==> src/hdl/dgc_defines.svh <==
`ifndef DGC_DEFINES_SVH
`define DGC_DEFINES_SVH
// register indices; byte address is four times the index
`define DGC_IDX_MAIN   8'h28
`define DGC_IDX_DYN    8'h29
`define DGC_MAIN_RST   16'h09AF
`define DGC_DYN_RST    16'h3241
`define DGC_MAIN_MASK  16'h9FEF
// main register fields
`define DGC_EN_BIT     15
`define DGC_HYSTL_HI   12
`define DGC_HYSTL_LO   11
`define DGC_INIT_HI    10
`define DGC_INIT_LO    6
`define DGC_LOOK_BIT   5
`define DGC_SMOOTH_BIT 3
`define DGC_FAST_BIT   2
`define DGC_GUARD_BIT  1
`define DGC_HYST_BIT   0
// dynamics register fields
`define DGC_FALL_HI    15
`define DGC_FALL_LO    12
`define DGC_RISE_HI    11
`define DGC_RISE_LO    8
`define DGC_CREST_HI   7
`define DGC_CREST_LO   6
`define DGC_FRATE_HI   5
`define DGC_FRATE_LO   4
`define DGC_FLOOR_HI   3
`define DGC_FLOOR_LO   2
`define DGC_CEIL_HI    1
`define DGC_CEIL_LO    0
// highest defined codes
`define DGC_FALL_MAX   4'hA
`define DGC_RISE_MAX   4'h8
`define DGC_INIT_MAX   5'h12
// look-ahead line: tap index n delays by n+1 samples
`define DGC_LINE_LEN   9
`define DGC_TAP_SHORT  4
`define DGC_TAP_LONG   8
// sample rate and rate times per 6 dB
`define DGC_FS_HZ      64'd48000
`define DGC_GAIN_6DB   64'h1000000
`define DGC_FALL_T0_NS 64'd182000
`define DGC_RISE_T0_NS 64'd186000000
`define DGC_FAST_T0_NS 64'd725000
`define DGC_FAST_T1_NS 64'd1450000
`define DGC_FAST_T2_NS 64'd5800000
// per-sample gain step for a time per 6 dB
`define DGC_STEP(t) (32'((`DGC_GAIN_6DB * 64'd1000000000) / ((t) * `DGC_FS_HZ)))
// level loop constants: levels in log2 of squared amplitude, then shift amounts
`define DGC_TARGET_L2  10'sh01A
`define DGC_CLIP_L2    10'sh01E
`define DGC_MS_SH      6
`define DGC_PK_SH      10
`define DGC_SMOOTH_SH  4
`endif

==> src/hdl/dgc_pkg.sv <==
package dgc_pkg;
    // gain loop states
    typedef enum logic [1:0] {
        ST_OFF = 2'b01,
        ST_RUN = 2'b10
    } dgc_state_type;
    // gain in units of 6 dB / 2^24
    typedef logic signed [31:0] dgc_gain_type;
endpackage

==> src/hdl/dgc_smp_if.sv <==
`timescale 1ns/1ns
interface dgc_smp_if;
    logic signed [15:0] data;
    logic               valid;
    modport drv (output data, output valid);
    modport rcv (input data, input valid);
endinterface

==> src/hdl/dgc_top.sv <==
// The Avalon-MM interface to the registers was decided locally.
`timescale 1ns/1ns
`include "dgc_defines.svh"
module dgc_top (
    // clock and reset
    input  wire logic        CLK_IN,
    input  wire logic        RST_IN,
    // avalon-mm register slave
    input  wire logic [7:0]  AVS_ADDRESS_IN,
    input  wire logic        AVS_READ_IN,
    input  wire logic        AVS_WRITE_IN,
    input  wire logic [31:0] AVS_WRITEDATA_IN,
    input  wire logic [3:0]  AVS_BYTEENABLE_IN,
    output logic      [31:0] AVS_READDATA_OUT,
    output logic             AVS_WAITREQUEST_OUT,
    // record sample stream
    input  wire logic [15:0] SMP_DATA_IN,
    input  wire logic        SMP_VALID_IN,
    output logic      [15:0] SMP_DATA_OUT,
    output logic             SMP_VALID_OUT,
    output logic      [31:0] GAIN_OUT
);
    // byte lane merge of a write
    function automatic logic [15:0] merge(input logic [15:0] old,
                                          input logic [31:0] wd,
                                          input logic [3:0]  be);
        merge = old;
        if (be[0]) begin
            merge[7:0] = wd[7:0];
        end
        if (be[1]) begin
            merge[15:8] = wd[15:8];
        end
    endfunction

    // index of the highest set bit
    function automatic logic [4:0] msb_pos(input logic [31:0] v);
        msb_pos = 5'h00;
        for (int i = 0; i < 32; i++) begin
            if (v[i]) begin
                msb_pos = 5'(i);
            end
        end
    endfunction

    logic [15:0]            main_q;
    logic [15:0]            dyn_q;
    logic                   wait_q;
    logic [31:0]            rdata_q;
    logic [31:0]            ms_q;
    logic [31:0]            pk_q;
    logic [15:0]            out_q;
    logic                   vld_q;
    dgc_pkg::dgc_gain_type  gain_q;
    dgc_pkg::dgc_gain_type  app_q;
    dgc_pkg::dgc_state_type state_q;

    // bus decode and answer
    wire        req      = AVS_READ_IN | AVS_WRITE_IN;
    wire        ack      = req & ~wait_q;
    wire [7:0]  main_adr = `DGC_IDX_MAIN * 8'h04;
    wire [7:0]  dyn_adr  = `DGC_IDX_DYN * 8'h04;
    wire        sel_main = AVS_ADDRESS_IN == main_adr;
    wire        sel_dyn  = AVS_ADDRESS_IN == dyn_adr;
    wire        wr_ack   = ack & AVS_WRITE_IN;
    wire [15:0] main_d   = (wr_ack & sel_main)
        ? merge(main_q, AVS_WRITEDATA_IN, AVS_BYTEENABLE_IN)
          & `DGC_MAIN_MASK
        : main_q;
    wire [15:0] dyn_d    = (wr_ack & sel_dyn)
        ? merge(dyn_q, AVS_WRITEDATA_IN, AVS_BYTEENABLE_IN)
        : dyn_q;
    wire [31:0] rd_mux   = sel_main ? {16'h0000, main_q}
                         : sel_dyn  ? {16'h0000, dyn_q}
                         : 32'h0000_0000;
    wire [31:0] rdata_d  = (req & wait_q) ? rd_mux : rdata_q;

    // register file and wait state
    always_ff @(posedge CLK_IN or posedge RST_IN) begin
        if (RST_IN) begin
            main_q  <= `DGC_MAIN_RST;
            dyn_q   <= `DGC_DYN_RST;
            wait_q  <= 1'b1;
            rdata_q <= 32'h0000_0000;
        end else begin
            main_q  <= main_d;
            dyn_q   <= dyn_d;
            wait_q  <= ~(req & wait_q);
            rdata_q <= rdata_d;
        end
    end

    // control fields
    wire       en_bit    = main_q[`DGC_EN_BIT];
    wire       guard_en  = main_q[`DGC_GUARD_BIT];
    wire       look_long = main_q[`DGC_LOOK_BIT];
    wire       fast_en   = main_q[`DGC_FAST_BIT];
    wire       smooth_en = main_q[`DGC_SMOOTH_BIT];
    wire       hyst_en   = main_q[`DGC_HYST_BIT];
    wire [1:0] hyst_raw  = main_q[`DGC_HYSTL_HI:`DGC_HYSTL_LO];
    wire [4:0] init_raw  = main_q[`DGC_INIT_HI:`DGC_INIT_LO];
    wire [3:0] fall_raw  = dyn_q[`DGC_FALL_HI:`DGC_FALL_LO];
    wire [3:0] rise_raw  = dyn_q[`DGC_RISE_HI:`DGC_RISE_LO];
    wire [1:0] crest_c   = dyn_q[`DGC_CREST_HI:`DGC_CREST_LO];
    wire [1:0] frate_raw = dyn_q[`DGC_FRATE_HI:`DGC_FRATE_LO];
    wire [1:0] floor_c   = dyn_q[`DGC_FLOOR_HI:`DGC_FLOOR_LO];
    wire [1:0] ceil_c    = dyn_q[`DGC_CEIL_HI:`DGC_CEIL_LO];
    wire       run       = state_q == dgc_pkg::ST_RUN;

    // reserved codes folded to the nearest defined one
    wire [3:0] fall_c  = (fall_raw == 4'h0) ? 4'h1
                       : (fall_raw > `DGC_FALL_MAX) ? `DGC_FALL_MAX
                       : fall_raw;
    wire [3:0] rise_c  = (rise_raw > `DGC_RISE_MAX) ? `DGC_RISE_MAX
                       : rise_raw;
    wire [1:0] frate_c = (frate_raw == 2'h3) ? 2'h2 : frate_raw;
    wire [1:0] hyst_c  = (hyst_raw == 2'h3) ? 2'h2 : hyst_raw;
    wire [4:0] init_c  = (init_raw > `DGC_INIT_MAX) ? `DGC_INIT_MAX
                       : init_raw;

    // per-sample step sizes, each fall and rise code doubles the time
    wire [31:0] fall_step = `DGC_STEP(`DGC_FALL_T0_NS)
                            >> (fall_c - 4'h1);
    wire [31:0] dec_step  = `DGC_STEP(`DGC_RISE_T0_NS)
                            >> rise_c;
    wire [31:0] qr_step   = (frate_c == 2'h0)
                            ? `DGC_STEP(`DGC_FAST_T0_NS)
                            : (frate_c == 2'h1)
                            ? `DGC_STEP(`DGC_FAST_T1_NS)
                            : `DGC_STEP(`DGC_FAST_T2_NS);

    // limits and initial gain
    wire [2:0]         ceil_oct = (ceil_c == 2'h3) ? 3'h6
                                : {1'b0, ceil_c} + 3'h2;
    wire signed [31:0] floor_g  = -$signed({6'h00, floor_c, 24'h0});
    wire signed [31:0] ceil_g   = $signed({5'h00, ceil_oct, 24'h0});
    wire signed [31:0] init_g   = ($signed({27'h0, init_c})
                                   - 32'sh6) <<< 23;

    // mean square and decaying peak of the input
    wire signed [15:0] x_in = SMP_DATA_IN;
    wire [31:0] sq   = 32'($signed(x_in) * $signed(x_in));
    wire [31:0] ms_d = ms_q - (ms_q >> `DGC_MS_SH)
                       + (sq >> `DGC_MS_SH);
    wire [31:0] pk_d = (sq > pk_q) ? sq
                       : pk_q - (pk_q >> `DGC_PK_SH);
    wire [4:0]  lvl  = msb_pos(ms_q);
    wire [4:0]  pkl  = msb_pos(pk_q);
    wire [4:0]  inl  = msb_pos(sq);

    // level error against target, in log2 of power
    wire signed [7:0] g_int = gain_q[31:24];
    wire signed [9:0] g2    = {g_int[7], g_int, 1'b0};
    wire signed [9:0] err   = $signed({5'h00, lvl}) + g2
                              - `DGC_TARGET_L2;
    wire signed [9:0] hyst  = hyst_en ? (10'sh001 <<< hyst_c)
                                      : 10'sh000;
    wire go_dn = err > hyst;
    wire go_up = err < -hyst;

    // early clip risk from the undelayed input
    wire clip_risk = guard_en
        & (($signed({5'h00, inl}) + g2) >= `DGC_CLIP_L2);
    wire [31:0] fall_eff = clip_risk ? (fall_step << 2) : fall_step;

    // crest factor test, threshold 12 dB plus 6 dB per code
    wire [5:0] crest_thr = {3'h0, crest_c, 1'b0} + 6'h04;
    wire crest_hit = fast_en
        & ({1'b0, pkl} >= ({1'b0, lvl} + crest_thr));
    wire [31:0] rise_step = crest_hit ? qr_step : dec_step;

    // next gain with clamping
    wire signed [31:0] stepped = go_dn ? gain_q - $signed(fall_eff)
                               : go_up ? gain_q + $signed(rise_step)
                               : gain_q;
    wire signed [31:0] clamped = (stepped < floor_g) ? floor_g
                               : (stepped > ceil_g) ? ceil_g
                               : stepped;
    wire signed [31:0] app_next = smooth_en
        ? app_q + ((gain_q - app_q) >>> `DGC_SMOOTH_SH)
        : gain_q;

    // state, gain and detector registers
    always_ff @(posedge CLK_IN or posedge RST_IN) begin
        if (RST_IN) begin
            state_q <= dgc_pkg::ST_OFF;
            gain_q  <= 32'sh0;
            app_q   <= 32'sh0;
            ms_q    <= 32'h0;
            pk_q    <= 32'h0;
        end else begin
            case (state_q)
                dgc_pkg::ST_OFF: begin
                    gain_q <= init_g;
                    app_q  <= init_g;
                    ms_q   <= 32'h0;
                    pk_q   <= 32'h0;
                    if (en_bit) begin
                        state_q <= dgc_pkg::ST_RUN;
                    end
                end
                dgc_pkg::ST_RUN: begin
                    if (!en_bit) begin
                        state_q <= dgc_pkg::ST_OFF;
                    end else if (SMP_VALID_IN) begin
                        gain_q <= clamped;
                        app_q  <= app_next;
                        ms_q   <= ms_d;
                        pk_q   <= pk_d;
                    end
                end
                default: begin
                    state_q <= dgc_pkg::ST_OFF;
                end
            endcase
        end
    end

    // look-ahead delay line
    dgc_smp_if in_if ();
    dgc_smp_if dl_if ();
    assign in_if.data  = SMP_DATA_IN;
    assign in_if.valid = SMP_VALID_IN;

    dgc_lookahead u_look (
        .clk_in  (CLK_IN),
        .rst_in  (RST_IN),
        .long_in (look_long),
        .en_in   (guard_en & run),
        .src     (in_if),
        .dst     (dl_if)
    );

    // gain apply: power of two shift times mantissa
    wire signed [7:0]  a_int = app_q[31:24];
    wire        [7:0]  a_neg = 8'(-a_int);
    wire signed [9:0]  mant  = {2'b01, app_q[23:16]};
    wire signed [39:0] prod  = 40'(dl_if.data * mant);
    wire signed [39:0] shf   = a_int[7] ? (prod >>> a_neg)
                                        : (prod <<< a_int);
    wire signed [39:0] y     = shf >>> 8;
    wire [15:0] y_sat = (y > 40'sh7FFF) ? 16'h7FFF
                      : (y < -40'sh8000) ? 16'h8000
                      : y[15:0];
    wire [15:0] out_d = !SMP_VALID_IN ? out_q
                      : run ? y_sat : SMP_DATA_IN;

    // output registers
    always_ff @(posedge CLK_IN or posedge RST_IN) begin
        if (RST_IN) begin
            out_q <= 16'h0000;
            vld_q <= 1'b0;
        end else begin
            out_q <= out_d;
            vld_q <= SMP_VALID_IN;
        end
    end

    assign AVS_READDATA_OUT    = rdata_q;
    assign AVS_WAITREQUEST_OUT = wait_q;
    assign SMP_DATA_OUT        = out_q;
    assign SMP_VALID_OUT       = vld_q;
    assign GAIN_OUT            = app_q;
endmodule

==> src/hdl/dgc_lookahead.sv <==
`timescale 1ns/1ns
`include "dgc_defines.svh"
module dgc_lookahead (
    // clock and reset
    input  wire logic clk_in,
    input  wire logic rst_in,
    // control
    input  wire logic long_in,
    input  wire logic en_in,
    // samples
    dgc_smp_if.rcv    src,
    dgc_smp_if.drv    dst
);
    logic [15:0] line_q [`DGC_LINE_LEN];

    // shift register advancing once per sample
    genvar i;
    generate
        for (i = 0; i < `DGC_LINE_LEN; i++) begin : g_tap
            if (i == 0) begin : g_head
                always_ff @(posedge clk_in or posedge rst_in) begin
                    if (rst_in) begin
                        line_q[i] <= 16'h0000;
                    end else if (src.valid) begin
                        line_q[i] <= src.data;
                    end
                end
            end else begin : g_body
                always_ff @(posedge clk_in or posedge rst_in) begin
                    if (rst_in) begin
                        line_q[i] <= 16'h0000;
                    end else if (src.valid) begin
                        line_q[i] <= line_q[i-1];
                    end
                end
            end
        end
    endgenerate

    // tap select, straight through when disabled
    wire [15:0] tap = long_in ? line_q[`DGC_TAP_LONG]
                              : line_q[`DGC_TAP_SHORT];
    assign dst.data  = en_in ? tap : src.data;
    assign dst.valid = src.valid;
endmodule

==> config.mk <==
export PLATFORM = sky130hd
export DESIGN_NAME = dgc_top
export DESIGN_NICKNAME = d
export VERILOG_FILES = /design/src/hdl/dgc_pkg.sv /design/src/hdl/dgc_smp_if.sv /design/src/hdl/dgc_top.sv /design/src/hdl/dgc_lookahead.sv
export VERILOG_INCLUDE_DIRS = /design/src /design/src/hdl
export SDC_FILE = /design/constraint.sdc
export NUM_CORES = 2
export LEC_CHECK = 0
export BUFFER_PORTS_ARGS = -buffer_cell sky130_fd_sc_hd__buf_2
export CAP_MARGIN = 20
export CORE_UTILIZATION = 59
export CTS_CLUSTER_DIAMETER = 120
export CTS_CLUSTER_SIZE = 40
export DETAILED_ROUTE_END_ITERATION = 8
export PLACE_DENSITY = 0.83
export SLEW_MARGIN = 20
export SYNTH_ARGS = -nofsm -noshare
export SYNTH_HDL_FRONTEND = slang
export SYNTH_HIERARCHICAL = 1
export SYNTH_SLANG_ARGS = --single-unit
export TNS_END_PERCENT = 20
==> constraint.sdc <==
create_clock -name CLK_IN -period 8.8 [get_ports CLK_IN]
set_input_delay 0.88 -clock CLK_IN [delete_from_list [all_inputs] [get_ports CLK_IN]]
set_output_delay 0.88 -clock CLK_IN [all_outputs]
set_load 0.01 [all_outputs]
# Word-level counts from Yosys, hierarchy flattened
# Index checks and enable logic that the tools add are counted.
[classes] div=0 order_cmp=12 mux=134 n_eq_ne=12 n_addsub=18 reduce_logical=9 shift=5 n_mul=2 n_bitwise=11
[op_table] op="32-bit two-way mux" count=16
[op_table] op="5-bit two-way mux" count=91
[op_table] op="32-bit case mux with 2 select lines" count=4
[op_table] op="16-bit two-way mux" count=7
[op_table] op="32-bit subtractor" count=2
[op_table] op="40-bit two-way mux" count=1
[op_table] op="26-bit by 8-bit <<< shifter with 40-bit output" count=1
[op_table] op="26-bit by 8-bit >>> shifter with 40-bit output" count=1
[op_table] op="32-bit by 26-bit adder with 32-bit output" count=1
[op_table] op="32-bit by 28-bit adder with 32-bit output" count=1
[op_table] op="32-bit adder" count=1
[op_table] op="32-bit by 16-bit > comparator with 1-bit output (second input constant)" count=1
[op_table] op="32-bit by 28-bit > comparator with 1-bit output" count=1
[op_table] op="32-bit > comparator" count=1
[op_table] op="32-bit by 16-bit < comparator with 1-bit output (second input constant)" count=1
[op_table] op="32-bit < comparator" count=1
[op_table] op="16-bit by 16-bit multiplier with 32-bit output" count=1
[op_table] op="26-bit negator with 32-bit output" count=1
[op_table] op="11-bit by 4-bit >> shifter with 32-bit output (first input constant)" count=1
[op_table] op="21-bit by 4-bit >> shifter with 32-bit output (first input constant)" count=1
[op_table] op="32-bit by 22-bit subtractor with 32-bit output" count=1
[op_table] op="32-bit by 26-bit subtractor with 32-bit output" count=1
[op_table] op="16-bit by 10-bit multiplier with 26-bit output" count=1
[op_table] op="6-bit by 9-bit adder with 10-bit output" count=2
[op_table] op="other kinds (35)" count=63
[totals] rom_bits=0 memories=0 register_bits=353 out_inout_bits=82 mem_bits_rw=0 elab_cells=225 inputBits=65 latchBits=0

# Logic depth before layout (Yosys ltp)
[logic_depth] word_depth=44 ltp_mapped=70 depth_no_buf=66

# Modules after synthesis
# Netlist, hierarchy kept.
[modules_own_cells] mod="dgc_top" n_inst=1 area_per_inst_um2=40408.8 cells_per_inst=5000 seq_area_each_um2=4848.4
[modules_own_cells] mod="dgc_lookahead" n_inst=1 area_per_inst_um2=5921.9 cells_per_inst=359 seq_area_each_um2=3603.5

# Worst setup path before layout
# No wires, ideal clock.
[synth_timing] path_kind="input port to flip-flop" startpoint="in SMP_DATA_IN[1]" endpoint="reg gain_q[11]" t_arrival_ns=14.226 path_buffers=7 setup_ns=0.122 cell_stages=65 required_ns=8.678 path_slack_ns=-5.548 path_cell_list="clkbuf_1 -> clkbuf_1 -> nand2_1 -> fa_1 -> inv_1 -> fa_1 -> inv_1 -> fa_1 -> fa_1 -> fa_1 -> inv_1 -> fa_1 -> ha_1 -> a21o_1 -> a21o_1 -> a221o_1 -> a21oi_1 -> inv_1 -> (+29 left out) -> a21boi_0 -> o41ai_1 -> xnor2_1 -> ha_1 -> o21a_1 -> o21a_1 -> o21ai_0 -> nand2b_1 -> a21oi_1 -> nor2b_1 -> o21ai_0 -> a31oi_1 -> and2_2 -> clkbuf_1 -> o21ai_2 -> nor2_2 -> buf_6 -> a32o_1"
[synth_between] elab_chain_len=44 word_cells_on_any_way=45 cone_classes="2 x add/sub; 1 x mul; 3 x order compare; 38 x mux; 1 x bitwise"
[synth_rtl] item="start, declared" line_no="dgc_top.sv:17" source="input wire logic [15:0] SMP_DATA_IN,"
[synth_rtl] item="16-bit by 16-bit multiplier with 32-bit output *" line_no="dgc_top.sv:142" source="wire [31:0] sq = 32'($signed(x_in) * $signed(x_in));"
[synth_rtl] item="1-bit two-way mux" line_no="dgc_top.sv:40" source="if (v[i]) begin"
[synth_rtl] item="5-bit two-way mux (29 in series)" line_no="dgc_top.sv:40"
[synth_rtl] item="5-bit two-way mux *" line_no="dgc_top.sv:40"
[synth_rtl] item="6-bit by 9-bit adder with 10-bit output *" line_no="dgc_top.sv:163" source="& (($signed({5'h00, inl}) + g2) >= `DGC_CLIP_L2);"
[synth_rtl] item="10-bit by 6-bit greater-or-equal comparator with 1-bit output (no source line) *"
[synth_rtl] item="1-bit bitwise AND *" line_no="dgc_top.sv:162" source="wire clip_risk = guard_en"
[synth_rtl] item="32-bit two-way mux *" line_no="dgc_top.sv:164" source="wire [31:0] fall_eff = clip_risk ? (fall_step << 2) : fall_step;"
[synth_rtl] item="32-bit subtractor *" line_no="dgc_top.sv:173" source="wire signed [31:0] stepped = go_dn ? gain_q - $signed(fall_eff)"
[synth_rtl] item="32-bit two-way mux *" line_no="dgc_top.sv:173"
[synth_rtl] item="32-bit by 28-bit > comparator with 1-bit output" line_no="dgc_top.sv:177" source=": (stepped > ceil_g) ? ceil_g"
[synth_rtl] item="32-bit two-way mux" line_no="dgc_top.sv:177"
[synth_rtl] item="32-bit two-way mux *" line_no="dgc_top.sv:176" source="wire signed [31:0] clamped = (stepped < floor_g) ? floor_g"
[synth_rtl] item="32-bit two-way mux *" line_no="dgc_top.sv:205" source="end else if (SMP_VALID_IN) begin"
[synth_rtl] item="32-bit two-way mux *" line_no="dgc_top.sv:203" source="if (!en_bit) begin"
[synth_rtl] item="32-bit case mux with 2 select lines *" line_no="dgc_top.sv:192" source="case (state_q)"
[synth_rtl] item="end signal, assigned" line_no="dgc_top.sv:194" source="gain_q <= init_g;"
[synth_rtl] item="end signal, assigned" line_no="dgc_top.sv:206" source="gain_q <= clamped;"
[synth_rtl] item="end, declared" line_no="dgc_top.sv:54" source="dgc_pkg::dgc_gain_type gain_q;"
# Every way passes the cells marked *; elsewhere a longest branch is shown, timed or not. The select of a mux whose other input is x is not followed.
# A chain may end at the register's enable or synchronous reset.

# Final worst setup path
[layout_timing] startpoint="in SMP_DATA_IN[6]" endpoint="reg gain_q[11]"
[layout_between] elab_chain_len=39 word_cells_on_any_way=40 cone_classes="2 x add/sub; 1 x mul; 3 x order compare; 33 x mux; 1 x bitwise"
[layout_rtl] item="16-bit by 16-bit multiplier with 32-bit output *" line_no="dgc_top.sv:142"
[layout_rtl] item="5-bit two-way mux (25 in series)" line_no="dgc_top.sv:40"
[layout_rtl] item="5-bit two-way mux *" line_no="dgc_top.sv:40"
[layout_rtl] item="6-bit by 9-bit adder with 10-bit output *" line_no="dgc_top.sv:163"
[layout_rtl] item="10-bit by 6-bit greater-or-equal comparator with 1-bit output (no source line) *"
[layout_rtl] item="1-bit bitwise AND *" line_no="dgc_top.sv:162"
[layout_rtl] item="32-bit two-way mux *" line_no="dgc_top.sv:164"
[layout_rtl] item="32-bit subtractor *" line_no="dgc_top.sv:173"
[layout_rtl] item="32-bit two-way mux *" line_no="dgc_top.sv:173"
[layout_rtl] item="32-bit by 28-bit > comparator with 1-bit output" line_no="dgc_top.sv:177"
[layout_rtl] item="32-bit two-way mux" line_no="dgc_top.sv:177"
[layout_rtl] item="32-bit two-way mux *" line_no="dgc_top.sv:176"
[layout_rtl] item="32-bit two-way mux *" line_no="dgc_top.sv:205"
[layout_rtl] item="32-bit two-way mux *" line_no="dgc_top.sv:203"
[layout_rtl] item="32-bit case mux with 2 select lines *" line_no="dgc_top.sv:192"
# Marks and branches as above.

==> metrics.md <==
| Metric | Value |
|---|---|
| Vias | around 44000 |
| Largest net degree at the start of global routing | roughly 80 |
| Clock latency at the later pin of the worst-skew pair | approximately 0.57 ns |
| Ys Warns | 6 |
| Dpl ws | -5.50 ns |
| Slew headroom | between 10% and 20% |
| First-pass GRT wire length | between 200000 and 250000 um |
| Tcrit/Tclk final | 152% |
| GPL Wtd Cong | around 1.0 |
| Hold crit path type | in -> async |
| Clock Path Buffers | 3 |
| Sequential cell area | 8460 um2 |
| IO buf count | ~110 |
| CTS tree | done |
| Syn-to-layout area delta | 16.1% |
| Hold Slack | about 0.45 ns |
| Starting Density | 59.7% |
| Multi-input logic area | 35000 um2 |
| Die Y | roughly 280 um |
| Synth Instances | roughly 5400 |
| Final Skew | approximately 0.049 ns |
| Non-Filler Instances | 6996 |
| Sink Count | roughly 340 |
| CP startpoint kind | input pin |
| Critical path class | in -> reg |
| H-tree depth | 1 |
| IO Count | 147 |
| Max Freq | 74.6 MHz |
| Die ar. | between 70000 and 80000 um2 |
| Vias per std cell | between 6 and 7 |
| Post-Syn Area | 46300 um2 |
| Crit path top cell by count | buf_4 |
| Total global-route track usage | 37.1% |
| Max-cap viol count | 0 |
| Antenna violations before repair | 1 |
| Status | finished with violations |
| Critical Path AT | between 10 and 15 ns |
| Failing checks | setup timing |
| Fillcell total | 5991 |
| DRT Pass-1 Iters | 7 |
| Nets | approximately 6800 |
| Largest delay share family, worst path | compound AO/OA/AOI/OAI gates |
| Tightest Pin Transition | between 1 and 1.5 ns |
| CP Capture Type | register |
| Worst Path Buf+Inv | 12 |
| Dpl hpwl | 118000 um |
| Number of global-route vias before repair | 43800 |
| Post-route antenna net violation count | 0 |
| Total routed wirelength | around 150000 um |
| Worst Setup Slack, final | -4.61 ns |
| Layout cells sized above 1 | 20.9% |
| Cts bufs inserted | 14 |
| Clk slew on worst S/H paths | roughly 0.14 ns |
| Core Region | 77600 um2 |
| DR WL/cell | about 21 um |
| Min Tclk post-route | around 13 ns |
| Site row count | 102 |
| DR DRC count | 0 |
| Starting DRC count in detailed routing | around 5000 |
| CP Data Required Time | 9.26 ns |
| Final Hold Fails | 0 |
| Highest-delay cell along the critical path | fa_1 |
| Final-report setup violation count | 45 |
| Setup TNS | -145.55 ns |
| Mean Syn Cell Area | 8.65 um2 |
| RSZ-0062 raised after global routing | yes |
| CTS Root Cell | clkbuf_16 |
| Die width | ~280 um |
| Congestion Overflow GR | 0 |
| Crit Path Max Fanout | 11 |
| Post-placement cell count | 6948 |
| Worst path max stage delay | about 0.56 ns |
| Slew Limit Fails | 0 |
flip-flops by register name, indices dropped and copies added (netlist names):
register	cells
gain_q	32
dyn_q	16
main_q	13
GAIN_OUT	32
pk_q	32
AVS_WAITREQUEST_OUT	1
ms_q	32
u_look/line_q	144
state_q	2
SMP_DATA_OUT	16
SMP_VALID_OUT	1
AVS_READDATA_OUT	16
metrics by stage:
stage	utilization, %	cell area [um2]
finish	69.3	53800
global route	69.3	53800
CTS	68.8	53400
detailed placement	67.6	52400
global placement	67.6	52400
floorplan	-	46700
final timing paths:
check	startpoint	end	slack, ns	depth (start not counted)
min in group CLK_IN	AVS_READDATA_OUT[3]$_DFFE_PP0P_	AVS_READDATA_OUT[3]$_DFFE_PP0P_	0.50	2
worst max-delay path	SMP_DATA_IN[6]	gain_q[11]$_DFFE_PP0P_	-4.61	69
worst min-delay path	RST_IN	ms_q[6]$_DFFE_PP0P_	0.45	2
worst min register to register	AVS_READDATA_OUT[3]$_DFFE_PP0P_	AVS_READDATA_OUT[3]$_DFFE_PP0P_	0.50	2
worst max register to register	ms_q[6]$_DFFE_PP0P_	gain_q[11]$_DFFE_PP0P_	-0.28	48
max in group asynchronous	RST_IN	u_look/line_q[116]$_DFFE_PP0P_	6.92	3
metal layers:
metal	vias up	share of wire (%)	track usage, %
li1	19800	-	-
met5	-	0	0
met1	21300	39	47.7
met2	2260	46	59.8
met4	0	5.5	18.2
met3	550	9.3	7.04
layout make-up:
cell class / count / share of cell area (%)
clock inverters: 7 / 0.209
repair buffers: 803 / 11.2
well taps: 1040 / 2.42
multi-input cells: 4131 / 65.1
diodes: 1 / 0.00465
clock buffers: 15 / 0.698
flip-flops and latches: 337 / 15.7
inverters: 662 / 4.66
what timing repair did:
item,CTS,global route
resized for setup,98,77
pin swaps,66,61
gates cloned,0,1
setup endpoints to repair,40,96
hold buffers,0,0
setup buffers,11,13
cell usage in the layout (no fill, tap or decap), drive strengths merged, types with 144 or more instances in the layout:
cell type	count
nor2	353
buf	801
nand3	148
and2	158
ha	395
nand2	402
mux2	180
o21ai	318
dfrtp	322
fa	392
a21oi	322
inv	662
xnor2	144
Power is left out: the tool's default activity adds up to more than one toggle a clock period on the data nets, which glitch-free logic cannot reach.
